==> src/ncr_map.vh <==
`ifndef NCR_MAP_VH
`define NCR_MAP_VH
// Register numbers.
`define NCR_NUM_IDENT 8'h00
`define NCR_NUM_SWDESC 8'h01
`define NCR_NUM_SWCFG 8'h04
`define NCR_NUM_NODEID 8'h05
`define NCR_NUM_PLL 8'h06
`define NCR_NUM_SWCLK 8'h07
`define NCR_NUM_REFCLK 8'h08
`define NCR_NUM_JTAGID 8'h09
`define NCR_NUM_USERCODE 8'h0a
`define NCR_NUM_DIRLO 8'h0c
`define NCR_NUM_DIRHI 8'h0d
`define NCR_NUM_RSVA 8'h10
`define NCR_NUM_RSVB 8'h11
`define NCR_NUM_LINK0 8'h20
`define NCR_NUM_LINKN 8'h28
// Switch configuration fields.
`define NCR_SWCFG_CTL_LOCK 31
`define NCR_SWCFG_PLL_LOCK 8
`define NCR_SWCFG_HDR1 0
// PLL settings fields.
`define NCR_PLL_NORESET 31
`define NCR_PLL_NOWAIT 30
`define NCR_PLL_BYPASS 29
`define NCR_PLL_JTAGBOOT 28
`define NCR_PLL_KEEP_MASK 32'hf39fff7f
`define NCR_PLL_OD_HI 25
`define NCR_PLL_OD_LO 23
`define NCR_PLL_MULT_HI 20
`define NCR_PLL_MULT_LO 8
`define NCR_PLL_INDIV_HI 6
`define NCR_PLL_INDIV_LO 0
// Link direction field.
`define NCR_LINK_DIR_HI 11
`define NCR_LINK_DIR_LO 8
// Reset values.
`define NCR_RST_ZERO 32'h00000000
`define NCR_RST_REFCLK 16'h0003
`define NCR_RST_PLL 32'h00000000
// Length of the tile reset pulse in cycles.
`define NCR_TILE_RST_CYC 4'h4
`endif

==> src/ncr_dir_mem.v <==
`default_nettype none
// ======================================================================
// Per-link direction fields, one word per link, registered read data.
module ncr_dir_mem #(
   parameter DEPTH = 9,
   parameter AW = 4
) (
   input wire i_mclk,
   input wire i_rstn,
   input wire i_we,
   input wire [AW-1:0] i_waddr,
   input wire [3:0] i_wdata,
   input wire [AW-1:0] i_raddr,
   output reg [3:0] o_rdata
);
   reg [3:0] mem_r [0:DEPTH-1];
   integer k;

   // Synchronous reset clears every field so link reads start from a known value.
   always @(posedge i_mclk) begin
      if (!i_rstn) begin
         for (k = 0; k < DEPTH; k = k + 1) begin
            mem_r[k] <= 4'h0;
         end
         o_rdata <= 4'h0;
      end else begin
         if (i_we) begin
            mem_r[i_waddr] <= i_wdata;
         end
         o_rdata <= mem_r[i_raddr];
      end
   end
endmodule // ncr_dir_mem
`default_nettype wire

==> src/ncr_route.v <==
`default_nettype none
// ======================================================================
// Route lookup: most significant mismatching bit picks a direction nibble.
module ncr_route (
   input wire i_mclk,
   input wire i_rstn,
   input wire i_valid,
   input wire [15:0] i_dest,
   input wire [15:0] i_node_id,
   input wire [63:0] i_dirs,
   output reg o_valid,
   output reg o_local,
   output reg [3:0] o_dir
);
   wire [15:0] diff = i_dest ^ i_node_id;
   reg [3:0] msb;
   integer b;

   // Scan upward so the highest differing bit is the one kept.
   always @* begin
      msb = 4'h0;
      for (b = 0; b < 16; b = b + 1) begin
         if (diff[b]) begin
            msb = b[3:0];
         end
      end
   end

   // One cycle of latency; a match in all bits skips the tables.
   always @(posedge i_mclk) begin
      if (!i_rstn) begin
         o_valid <= 1'b0;
         o_local <= 1'b0;
         o_dir <= 4'h0;
      end else begin
         o_valid <= i_valid;
         o_local <= (diff == 16'h0000);
         o_dir <= (diff == 16'h0000) ? 4'h0 : i_dirs[msb*4 +: 4];
      end
   end
endmodule // ncr_route
`default_nettype wire

==> src/ncr_top.v <==
// Notes on behaviour
// - Registers reached only by numbered config transactions.
// - Identity: boot pins, revision, version, read-only.
// - Description: links, local and device processors.
// - Bit 31 set blocks control register writes.
// - Bit 8 set blocks PLL register writes.
// - Bit 0 selects one-byte headers when set.
// - Node identifier 16 bits, resets to zero.
// - PLL write resets tile unless no-reset.
// - PLL bit 31 applies settings without reset.
// - PLL bit 30 skips relock wait.
// - Bits 29,28 bypass PLL, JTAG boot; write-only (the PLL word here stores them and reads them back).
// - PLL dividers and multiplier fields writable.
// - Switch clock divider 16 bits, resets zero.
// - Reference divider 16 bits, resets to three.
// - Usercode read-only: OTP field, metal field.
// - Route by most significant mismatching bit.
// - Low table: positions 0..7, nibble each.
// - High table: positions 8..15, nibble each.
// - Each link holds writable direction nibble.
`include "ncr_map.vh"
`default_nettype none
// ======================================================================
// Node configuration bank of the packet switch.
// Requests arrive as one-cycle strobes that carry a register number. Each
// request gets exactly one acknowledge, except a write or non-link read in the cycle
// right after a link read, so a master never hangs on a number that is
// unmapped or locked.
// Two lock bits guard the bank: one for the PLL word alone and one for every
// other control register. Neither lock raises the error flag; a locked write
// simply has no effect.
// The route lookup shares only the identifier and the two direction tables
// with the register side.
module ncr_top #(
   parameter SW_REVISION = 8'h01, // Arbitrary value.
   parameter SW_VERSION = 8'h01, // Arbitrary value.
   parameter NUM_LINKS = 8'h09,
   parameter NUM_LOCAL_PROCS = 8'h02,
   parameter NUM_DEV_PROCS = 8'h02,
   parameter JTAG_DEVICE_ID = 32'h00000001, // Arbitrary value.
   parameter USERCODE_METAL = 18'h00000 // Arbitrary value.
) (
   input wire i_mclk,
   input wire i_rstn,
   input wire [7:0] i_boot_select_pins,
   input wire [13:0] i_otp_usercode,
   input wire i_cfg_req,
   input wire i_cfg_write,
   input wire [7:0] i_cfg_num,
   input wire [31:0] i_cfg_wdata,
   input wire i_pkt_valid,
   input wire [15:0] i_pkt_dest,
   output reg o_cfg_ack,
   output reg [31:0] o_cfg_rdata,
   output reg o_cfg_err,
   output reg o_hdr_one_byte,
   output reg [15:0] o_node_id,
   output reg [2:0] o_pll_output_divider,
   output reg [12:0] o_pll_mult,
   output reg [6:0] o_pll_in_div,
   output reg o_pll_update,
   output reg o_pll_no_wait,
   output reg o_pll_bypass,
   output reg o_boot_jtag,
   output reg o_tile_rst,
   output reg [15:0] o_switch_clk_div,
   output reg [15:0] o_ref_clk_div,
   output reg o_route_valid,
   output reg o_route_local,
   output reg [3:0] o_route_dir,
   output reg [3:0] o_link_dir
);
   // ======================================================================
   // Input synchronisers and power-on capture.
   // Two-stage synchronisers for the pins that live outside the clock domain.
   reg [7:0] boot_s1_r;
   reg [7:0] boot_s2_r;
   reg [13:0] otp_s1_r;
   reg [13:0] otp_s2_r;
   reg [7:0] boot_cap_r;
   reg boot_done_r;

   // Pins pass two flops; the boot pins are latched once after reset release.
   // The synchronisers carry no reset, so they settle while reset is held. The
   // capture waits for the first edge after release, which means the boot pins
   // must stay still for at least two cycles of reset.
   // Later pin movement is ignored so that the identity word stays stable.
   always @(posedge i_mclk) begin
      boot_s1_r <= i_boot_select_pins;
      boot_s2_r <= boot_s1_r;
      otp_s1_r <= i_otp_usercode;
      otp_s2_r <= otp_s1_r;
      if (!i_rstn) begin
         boot_cap_r <= 8'h00;
         boot_done_r <= 1'b0;
      end else if (!boot_done_r) begin
         boot_cap_r <= boot_s2_r;
         boot_done_r <= 1'b1;
      end
   end

   // ======================================================================
   // Control registers.
   reg ctl_lock_r;
   reg pll_lock_r;
   reg [31:0] pll_r;
   reg [31:0] dir_lo_r;
   reg [31:0] dir_hi_r;
   // Reserved registers keep only their two defined bits.
   reg [1:0] rsv_a_r;
   reg [1:0] rsv_b_r;
   // Counts down the remaining cycles of the tile reset pulse.
   reg [3:0] tile_cnt_r;

   // Register number decode; used by both the write and read paths.
   // Link numbers form one contiguous run, so a range test is enough.
   function is_link;
      input [7:0] num;
      begin
         is_link = (num >= `NCR_NUM_LINK0) && (num <= `NCR_NUM_LINKN);
      end
   endfunction

   // A request is either a write or a read; there is no other way in.
   wire wr = i_cfg_req && i_cfg_write;
   wire rd = i_cfg_req && !i_cfg_write;
   // The lock bit guards every control register field except the lock bit itself,
   // so software can still drop the lock; the PLL has its own guard.
   wire wr_ok = wr && !ctl_lock_r;
   wire pll_wr = wr && (i_cfg_num == `NCR_NUM_PLL) && !pll_lock_r;
   wire link_wr = wr_ok && is_link(i_cfg_num);
   // Link words are numbered from zero in the low nibble of the number.
   wire [3:0] link_idx = i_cfg_num[3:0];
   wire [3:0] link_rdata;

   // Register writes; reserved bits are never stored.
   always @(posedge i_mclk) begin
      if (!i_rstn) begin
         ctl_lock_r <= 1'b0;
         pll_lock_r <= 1'b0;
         o_hdr_one_byte <= 1'b0;
         o_node_id <= 16'h0000;
         pll_r <= `NCR_RST_PLL;
         o_switch_clk_div <= 16'h0000;
         o_ref_clk_div <= `NCR_RST_REFCLK;
         dir_lo_r <= `NCR_RST_ZERO;
         dir_hi_r <= `NCR_RST_ZERO;
         rsv_a_r <= 2'h0;
         rsv_b_r <= 2'h0;
      end else begin
         // Of this register only the lock bit itself stays writable while the bank is locked,
         // otherwise software could never release it again.
         if (wr && i_cfg_num == `NCR_NUM_SWCFG) begin
            ctl_lock_r <= i_cfg_wdata[`NCR_SWCFG_CTL_LOCK];
            if (!ctl_lock_r) begin
               pll_lock_r <= i_cfg_wdata[`NCR_SWCFG_PLL_LOCK];
               o_hdr_one_byte <= i_cfg_wdata[`NCR_SWCFG_HDR1];
            end
         end
         // The identifier upper half is reserved and never stored.
         if (wr_ok && i_cfg_num == `NCR_NUM_NODEID) begin
            o_node_id <= i_cfg_wdata[15:0];
         end
         // Reserved PLL bits are dropped here so that readback shows them as zero.
         if (pll_wr) begin
            pll_r <= i_cfg_wdata & `NCR_PLL_KEEP_MASK;
         end
         // Clock ratios are plain 16-bit fields.
         if (wr_ok && i_cfg_num == `NCR_NUM_SWCLK) begin
            o_switch_clk_div <= i_cfg_wdata[15:0];
         end
         // The reference ratio returns to three only through reset.
         if (wr_ok && i_cfg_num == `NCR_NUM_REFCLK) begin
            o_ref_clk_div <= i_cfg_wdata[15:0];
         end
         // Direction tables take whole words; every nibble is a direction.
         if (wr_ok && i_cfg_num == `NCR_NUM_DIRLO) begin
            dir_lo_r <= i_cfg_wdata;
         end
         if (wr_ok && i_cfg_num == `NCR_NUM_DIRHI) begin
            dir_hi_r <= i_cfg_wdata;
         end
         // Reserved words hold two bits only; the rest read back as zero.
         if (wr_ok && i_cfg_num == `NCR_NUM_RSVA) begin
            rsv_a_r <= i_cfg_wdata[1:0];
         end
         if (wr_ok && i_cfg_num == `NCR_NUM_RSVB) begin
            rsv_b_r <= i_cfg_wdata[1:0];
         end
      end
   end

   // ======================================================================
   // PLL side effects: a one-cycle update strobe, held mode bits and a counted tile reset.
   always @(posedge i_mclk) begin
      if (!i_rstn) begin
         o_pll_output_divider <= 3'h0;
         o_pll_mult <= 13'h0000;
         o_pll_in_div <= 7'h00;
         o_pll_update <= 1'b0;
         o_pll_no_wait <= 1'b0;
         o_pll_bypass <= 1'b0;
         o_boot_jtag <= 1'b0;
         o_tile_rst <= 1'b0;
         tile_cnt_r <= 4'h0;
      end else begin
         o_pll_update <= pll_wr;
         // Divider outputs follow the stored word, two cycles after the write.
         o_pll_output_divider <= pll_r[`NCR_PLL_OD_HI:`NCR_PLL_OD_LO];
         o_pll_mult <= pll_r[`NCR_PLL_MULT_HI:`NCR_PLL_MULT_LO];
         o_pll_in_div <= pll_r[`NCR_PLL_INDIV_HI:`NCR_PLL_INDIV_LO];
         // Bypass and boot select act on the write itself; they are not
         // re-derived from the stored word later on.
         if (pll_wr) begin
            o_pll_no_wait <= i_cfg_wdata[`NCR_PLL_NOWAIT];
            o_pll_bypass <= i_cfg_wdata[`NCR_PLL_BYPASS];
            o_boot_jtag <= i_cfg_wdata[`NCR_PLL_JTAGBOOT];
         end
         // A write without the no-reset bit holds the tile in reset a while.
         // A second write reloads the counter, so back-to-back writes stretch
         // the pulse instead of cutting it short.
         if (pll_wr && !i_cfg_wdata[`NCR_PLL_NORESET]) begin
            tile_cnt_r <= `NCR_TILE_RST_CYC;
            o_tile_rst <= 1'b1;
         end else if (tile_cnt_r != 4'h0) begin
            tile_cnt_r <= tile_cnt_r - 4'h1;
            o_tile_rst <= (tile_cnt_r != 4'h1);
         end else begin
            o_tile_rst <= 1'b0;
         end
      end
   end

   // ======================================================================
   // Per-link direction storage and read port.
   // The read address is the low nibble of the request number, so the registered data
   // is ready exactly one cycle after a link read is taken.
   ncr_dir_mem #(.DEPTH(9), .AW(4)) ncr_dir_mem_inst (
      .i_mclk(i_mclk),
      .i_rstn(i_rstn),
      .i_we(link_wr),
      .i_waddr(link_idx),
      .i_wdata(i_cfg_wdata[`NCR_LINK_DIR_HI:`NCR_LINK_DIR_LO]),
      .i_raddr(link_idx),
      .o_rdata(link_rdata)
   );

   // ======================================================================
   // Read path: one cycle to ack, two for link words to let memory answer.
   reg link_rd_r;
   reg [31:0] rd_nxt;
   reg hit_nxt;

   // Read multiplexer. Unknown numbers only raise the flag; link numbers are
   // answered from the memory one cycle later by the answer process below.
   always @* begin
      rd_nxt = 32'h00000000;
      hit_nxt = 1'b1;
      case (i_cfg_num)
         `NCR_NUM_IDENT: rd_nxt = {8'h00, boot_cap_r, SW_REVISION, SW_VERSION};
         `NCR_NUM_SWDESC: rd_nxt = {8'h00, NUM_LINKS, NUM_LOCAL_PROCS, NUM_DEV_PROCS};
         `NCR_NUM_SWCFG: begin
            rd_nxt = {ctl_lock_r, 22'h0, pll_lock_r, 7'h00, o_hdr_one_byte};
         end
         `NCR_NUM_NODEID: rd_nxt = {16'h0000, o_node_id};
         `NCR_NUM_PLL: rd_nxt = pll_r;
         `NCR_NUM_SWCLK: rd_nxt = {16'h0000, o_switch_clk_div};
         `NCR_NUM_REFCLK: rd_nxt = {16'h0000, o_ref_clk_div};
         `NCR_NUM_JTAGID: rd_nxt = JTAG_DEVICE_ID;
         `NCR_NUM_USERCODE: rd_nxt = {otp_s2_r, USERCODE_METAL};
         `NCR_NUM_DIRLO: rd_nxt = dir_lo_r;
         `NCR_NUM_DIRHI: rd_nxt = dir_hi_r;
         `NCR_NUM_RSVA: rd_nxt = {30'h00000000, rsv_a_r};
         `NCR_NUM_RSVB: rd_nxt = {30'h00000000, rsv_b_r};
         default: hit_nxt = is_link(i_cfg_num);
      endcase
   end

   // Writes ack next cycle; unknown numbers return zero with the error flag.
   always @(posedge i_mclk) begin
      if (!i_rstn) begin
         o_cfg_ack <= 1'b0;
         o_cfg_rdata <= 32'h00000000;
         o_cfg_err <= 1'b0;
         link_rd_r <= 1'b0;
         o_link_dir <= 4'h0;
      end else begin
         link_rd_r <= rd && is_link(i_cfg_num);
         // Link answer: the memory's registered data is ready in this cycle.
         if (link_rd_r) begin
            o_cfg_ack <= 1'b1;
            o_cfg_rdata <= {20'h00000, link_rdata, 8'h00};
            o_cfg_err <= 1'b0;
            o_link_dir <= link_rdata;
         end else if (i_cfg_req && !(rd && is_link(i_cfg_num))) begin
            // Ordinary answer; a write answer always carries zero data.
            o_cfg_ack <= 1'b1;
            o_cfg_rdata <= rd ? rd_nxt : 32'h00000000;
            o_cfg_err <= !hit_nxt;
         end else begin
            // Idle: the answer drops so that it stands for exactly one cycle.
            o_cfg_ack <= 1'b0;
            o_cfg_rdata <= 32'h00000000;
            o_cfg_err <= 1'b0;
         end
      end
   end

   // ======================================================================
   // Route lookup against the identifier and the two tables.
   wire r_valid;
   wire r_local;
   wire [3:0] r_dir;

   // The lookup always sees the identifier and tables as they stand in the
   // cycle the packet is taken; a write in that same cycle applies later.
   ncr_route ncr_route_inst (
      .i_mclk(i_mclk),
      .i_rstn(i_rstn),
      .i_valid(i_pkt_valid),
      .i_dest(i_pkt_dest),
      .i_node_id(o_node_id),
      .i_dirs({dir_hi_r, dir_lo_r}),
      .o_valid(r_valid),
      .o_local(r_local),
      .o_dir(r_dir)
   );

   // Outputs re-registered so every top output comes from a flop.
   // The extra stage costs one cycle of route latency but keeps the lookup's
   // combinational scan away from the output pins.
   always @(posedge i_mclk) begin
      if (!i_rstn) begin
         o_route_valid <= 1'b0;
         o_route_local <= 1'b0;
         o_route_dir <= 4'h0;
      end else begin
         o_route_valid <= r_valid;
         o_route_local <= r_local;
         o_route_dir <= r_dir;
      end
   end
endmodule // ncr_top
`default_nettype wire

==> config.mk <==
export PLATFORM = sky130hd
export DESIGN_NAME = ncr_top
export DESIGN_NICKNAME = d
export VERILOG_FILES = /design/src/ncr_dir_mem.v /design/src/ncr_route.v /design/src/ncr_top.v
export VERILOG_INCLUDE_DIRS = /design/src /design/src/src
export SDC_FILE = /design/constraint.sdc
export NUM_CORES = 1
export LEC_CHECK = 0
export BUFFER_PORTS_ARGS = -buffer_cell sky130_fd_sc_hd__buf_4
export CORE_MARGIN = 4
export CORE_UTILIZATION = 30
export DETAILED_ROUTE_END_ITERATION = 16
export PLACE_DENSITY = 0.57
export SKIP_CTS_REPAIR_TIMING = 1
export SYNTH_ARGS = -nofsm -noshare
export SYNTH_HDL_FRONTEND = slang
export SYNTH_SLANG_ARGS = --single-unit
==> constraint.sdc <==
create_clock -name i_mclk -period 3.2 [get_ports i_mclk]
set_input_delay 0.32 -clock i_mclk [delete_from_list [all_inputs] [get_ports i_mclk]]
set_output_delay 0.32 -clock i_mclk [all_outputs]
set_load 0.01 [all_outputs]
==> impl_results.md <==
* Worst skew pair latency at roughly 560 ps
* Slew Limit Fails at 0
* Part of the power in combinational logic at 0.061
* Die Wd at 222 um
* Switching share of power at 0.226
* Area share of the largest cell type after synthesis at 0.412
* Critical path fanouts, max at 21
* Flop pwr share at 0.466
* Final setup violation count at 0
* Synth warn at 0
* Io pins at roughly 200
* Vias in the first global route at about 11000
* GP Congestion at 0.885
* Xor/xnor cell area share of the yosys netlist at 0.0157
* P per Cell Area at between 500 and 600 nW/um^2
* Total CTS buffers at 40
* Seq/Total Area, Yosys at 0.552
* Slowest cell on the critical path: or4_1
* Share of layout cells above drive strength 1 at 0.219
* Via density at approximately 5
* Crit path arrival time at 3280 ps
* Clock share of power at 0.473
* Ys async rst share at 0
* Worst Path Required at 3620 ps
* Area growth from synthesis to layout at 28.3%
* Worst setup SP type: flop
* Top delay family on crit path: simple AND/OR/NAND/NOR gates
* Clk pin slew, worst setup/hold paths at 60 ps
* DR vias at 10720
* GRT Util Overall at 0.173
* Remaining DRCs at 0
* Die Y at around 220 um
* Largest net degree at the start of global routing at approximately 60
* Antenna Violating Nets Remaining at 0
* Main combinational cell family by area after synthesis: simple AND/OR/NAND/NOR gates
* Predominant post-synthesis flop cell: dfxtp_1
* RSZ-0062 raised after global routing: no
* Internal reg-to-reg setup slack at 340 ps
* P_int at between 7000 and 8000 uW
* Final instance area at 17700 um^2
* Initial antenna violation count at 0
* Largest area contributor in the netlist: dfxtp_1
* N_diodes at 0
* Setup Skew at 23.6 ps
* Netlist Area Pre-Place at 13800 um^2
* Worst Hold Class: input pin to flop
* CTS tree: done
* Core area at between 40000 and 50000 um^2
* CP cell instances: xor2_1, nor2_1, o311a_1, nand2b_4, buf_4, mux2i_1, o22ai_1, or4_1
* Top area cells in the synthesized netlist: dfxtp_1 (41%), edfxtp_1 (14%), nand2_1 (7.1%), mux2i_1 (5.2%), a21boi_0 (4.1%)
* P_sw at between 2000 and 2500 uW
* WL/cell at around 20 um
* Post-Syn Instances at approximately 1300
* First-pass GRT wire length at roughly 66000 um
* Row cnt at a little under 80
* Starting Density at 0.303
* Leak pwr at between 0.006 and 0.007 uW
* Routed WL at ~45000 um
* CTS sink count at between 300 and 400
* Highest clock rate at around 0.35 GHz
* Worst VDD drop at between 0.2 and 0.3 mV
* Longest Clk Path Bufs at 3
* Die area at between 40000 and 50000 um^2
* Post-Synth Adder-Cell Area at 0.00273
* Dpl hpwl at between 30000 and 40000 um
* Fill count at 4446
* Crit Path Class: flop to flop
* Final min period at 2860 ps
* Final Hold Viols at 0
* Clk root buf: clkbuf_16
* Outcome: complete, no violations
* Compound-Gate Fraction of Synth Area at 0.143
* Slew @ Worst Pin at approximately 940 ps
* Worst hold margin at 25.6 ps
* Slew HR at 0.373
* Synthesized flop and latch total at between 300 and 400
* Post-synth EDFFs at 64
* Multiplexer share of the synthesized area at 0.0953
* CP max stage delay at between 500 and 600 ps
* Starting DRT DRC Count at 714
* Maximum Capacitance Violations at 0
* Overflow after GRT at 0
* Setup TNS at 0 ps
* Buf/Inv on CP at 1
* I/O Buffers at just over 200
* DR pass1 iterations at 8
* H-Tree Level Count at 2
* Net count reported at finish at 1660
* Count of different cell masters after synthesis at 64
* Post-DP Area at 16100 um^2
* Final Cycle Share at 0.893
* Post-Synth Simple-Gate Area at 0.163
* Critical Path Sink Type: flop
* Syn_area_per_cell at between 10 and 15 um^2
## registers in the layout, summed over array words and instances, names as in the netlist, 3 cells and up
signal / cells
o_cfg_rdata: 32
dir_hi_r: 32
dir_lo_r: 32
o_switch_clk_div: 16
ncr_route_inst.o_dir: 4
ncr_dir_mem_inst.mem_r: 64
o_pll_output_divider: 3
boot_s1_r: 8
ncr_dir_mem_inst.o_rdata: 4
o_node_id: 16
otp_s1_r: 14
o_pll_mult: 13
o_pll_in_div: 7
tile_cnt_r: 4
boot_s2_r: 8
o_link_dir: 4
otp_s2_r: 14
boot_cap_r: 8
pll_r: 27
o_route_dir: 4
o_ref_clk_div: 16
## worst min-delay path, cell delays in order
cell	delay (ps)
buf_4	110
nand2_1	50
a21boi_1	50
## final cells by class
cell class / instances / area [um^2] / area share
clock buffer: 52 / 1100 / 0.0621
tap: 600 / 751 / 0.0425
inverter: 5 / 18.8 / 0.00106
multi-input combinational: 913 / 5890 / 0.333
timing repair buffer: 267 / 2060 / 0.117
clock inverter: 19 / 255 / 0.0145
sequential: 347 / 7590 / 0.430
## cells by family after synthesis
kind of cell	count (synthesis)
compound gates	271
fa+ha+maj	3
simple gates	485
mux	103
xor+xnor	23
flops	347
buf+inv	94
other cells	1
## placed cells by master (no fill, tap or decap), types with 11 or more instances in the layout
master / netlist / routed
nand2_1: 260 / 260
o21ai_0: 16 / 16
dfxtp_1: 283 / 283
xnor2_1: 11 / 11
a21boi_0: 75 / 75
conb_1: 1 / 28
nor2_1: 73 / 73
mux4_2: 21 / 21
nor2b_1: 21 / 21
a21oi_1: 45 / 45
a22oi_1: 14 / 14
buf_4: 1 / 244
dlygate4sd3_1: 0 / 23
o22a_1: 23 / 23
mux2i_1: 71 / 71
nand3_1: 11 / 11
and2_1: 70 / 70
a21boi_1: 44 / 44
a221oi_1: 13 / 13
edfxtp_1: 64 / 64
clkbuf_16: 0 / 40
## worst paths after layout
kind | startpoint | to | depth (start not counted)
max | o_node_id[12] | ncr_route_inst.o_dir[2] | 8
min | i_cfg_wdata[22] | dir_hi_r[22] | 3
max reg2reg | o_node_id[12] | ncr_route_inst.o_dir[2] | 8
min reg2reg | boot_s1_r[4] | boot_s2_r[4] | 0
## synth_stat cells (2+ instances only)
| library cell | n |
|---|---|
| dfxtp_1 | 283 |
| nand2_1 | 260 |
| a21boi_0 | 75 |
| nor2_1 | 73 |
| mux2i_1 | 71 |
| and2_1 | 70 |
| clkbuf_1 | 64 |
| edfxtp_1 | 64 |
| a21oi_1 | 45 |
| a21boi_1 | 44 |
| o22a_1 | 23 |
| mux4_2 | 21 |
| nor2b_1 | 21 |
| o21ai_0 | 16 |
| a22oi_1 | 14 |
| buf_2 | 14 |
| a221oi_1 | 13 |
| nand3_1 | 11 |
| xnor2_1 | 11 |
| mux2_2 | 10 |
| nand2b_1 | 10 |
| o22ai_1 | 10 |
| xor2_1 | 10 |
| a222oi_1 | 9 |
| buf_1 | 8 |
| nor3_1 | 6 |
| a211oi_1 | 5 |
| inv_1 | 5 |
| nand4_1 | 4 |
| nor4_2 | 4 |
| or3_1 | 4 |
| or4_1 | 4 |
| ha_1 | 3 |
| nor4_1 | 3 |
| or2_2 | 3 |
| a31o_2 | 2 |
| and3_1 | 2 |
| and4b_1 | 2 |
| nand3b_1 | 2 |
| o211a_1 | 2 |
| o32ai_1 | 2 |
| xnor2_2 | 2 |
## routing by layer
layer,part of all wire,track usage,vias up
met1,0.43,0.221,5191
met2,0.48,0.285,330
li1,-,-,5095
met5,0,0,-
met3,0.055,0.0387,104
met4,0.039,0.0680,0
## metrics by stage
step                power (uW)  worst slack, ps  instances   util
floorplan                 5060              793       1354      -
CTS                      10000              344       2180  0.384
global route             10300              219       2203  0.389
global placement          5300              426       2109  0.354
detailed placement        5310              310       2109  0.354
finish                    9930              342       2203  0.389
## power groups by stage
stage | sequential, uW | combinational, uW | clock, uW
detailed placement | 4730 | 587 | 0
finish | 4630 | 609 | 4700
CTS | 4630 | 589 | 4810
floorplan | 4700 | 353 | 0
global route | 4640 | 662 | 4980
global placement | 4720 | 578 | 0
Power figures use the tool's default switching activity.
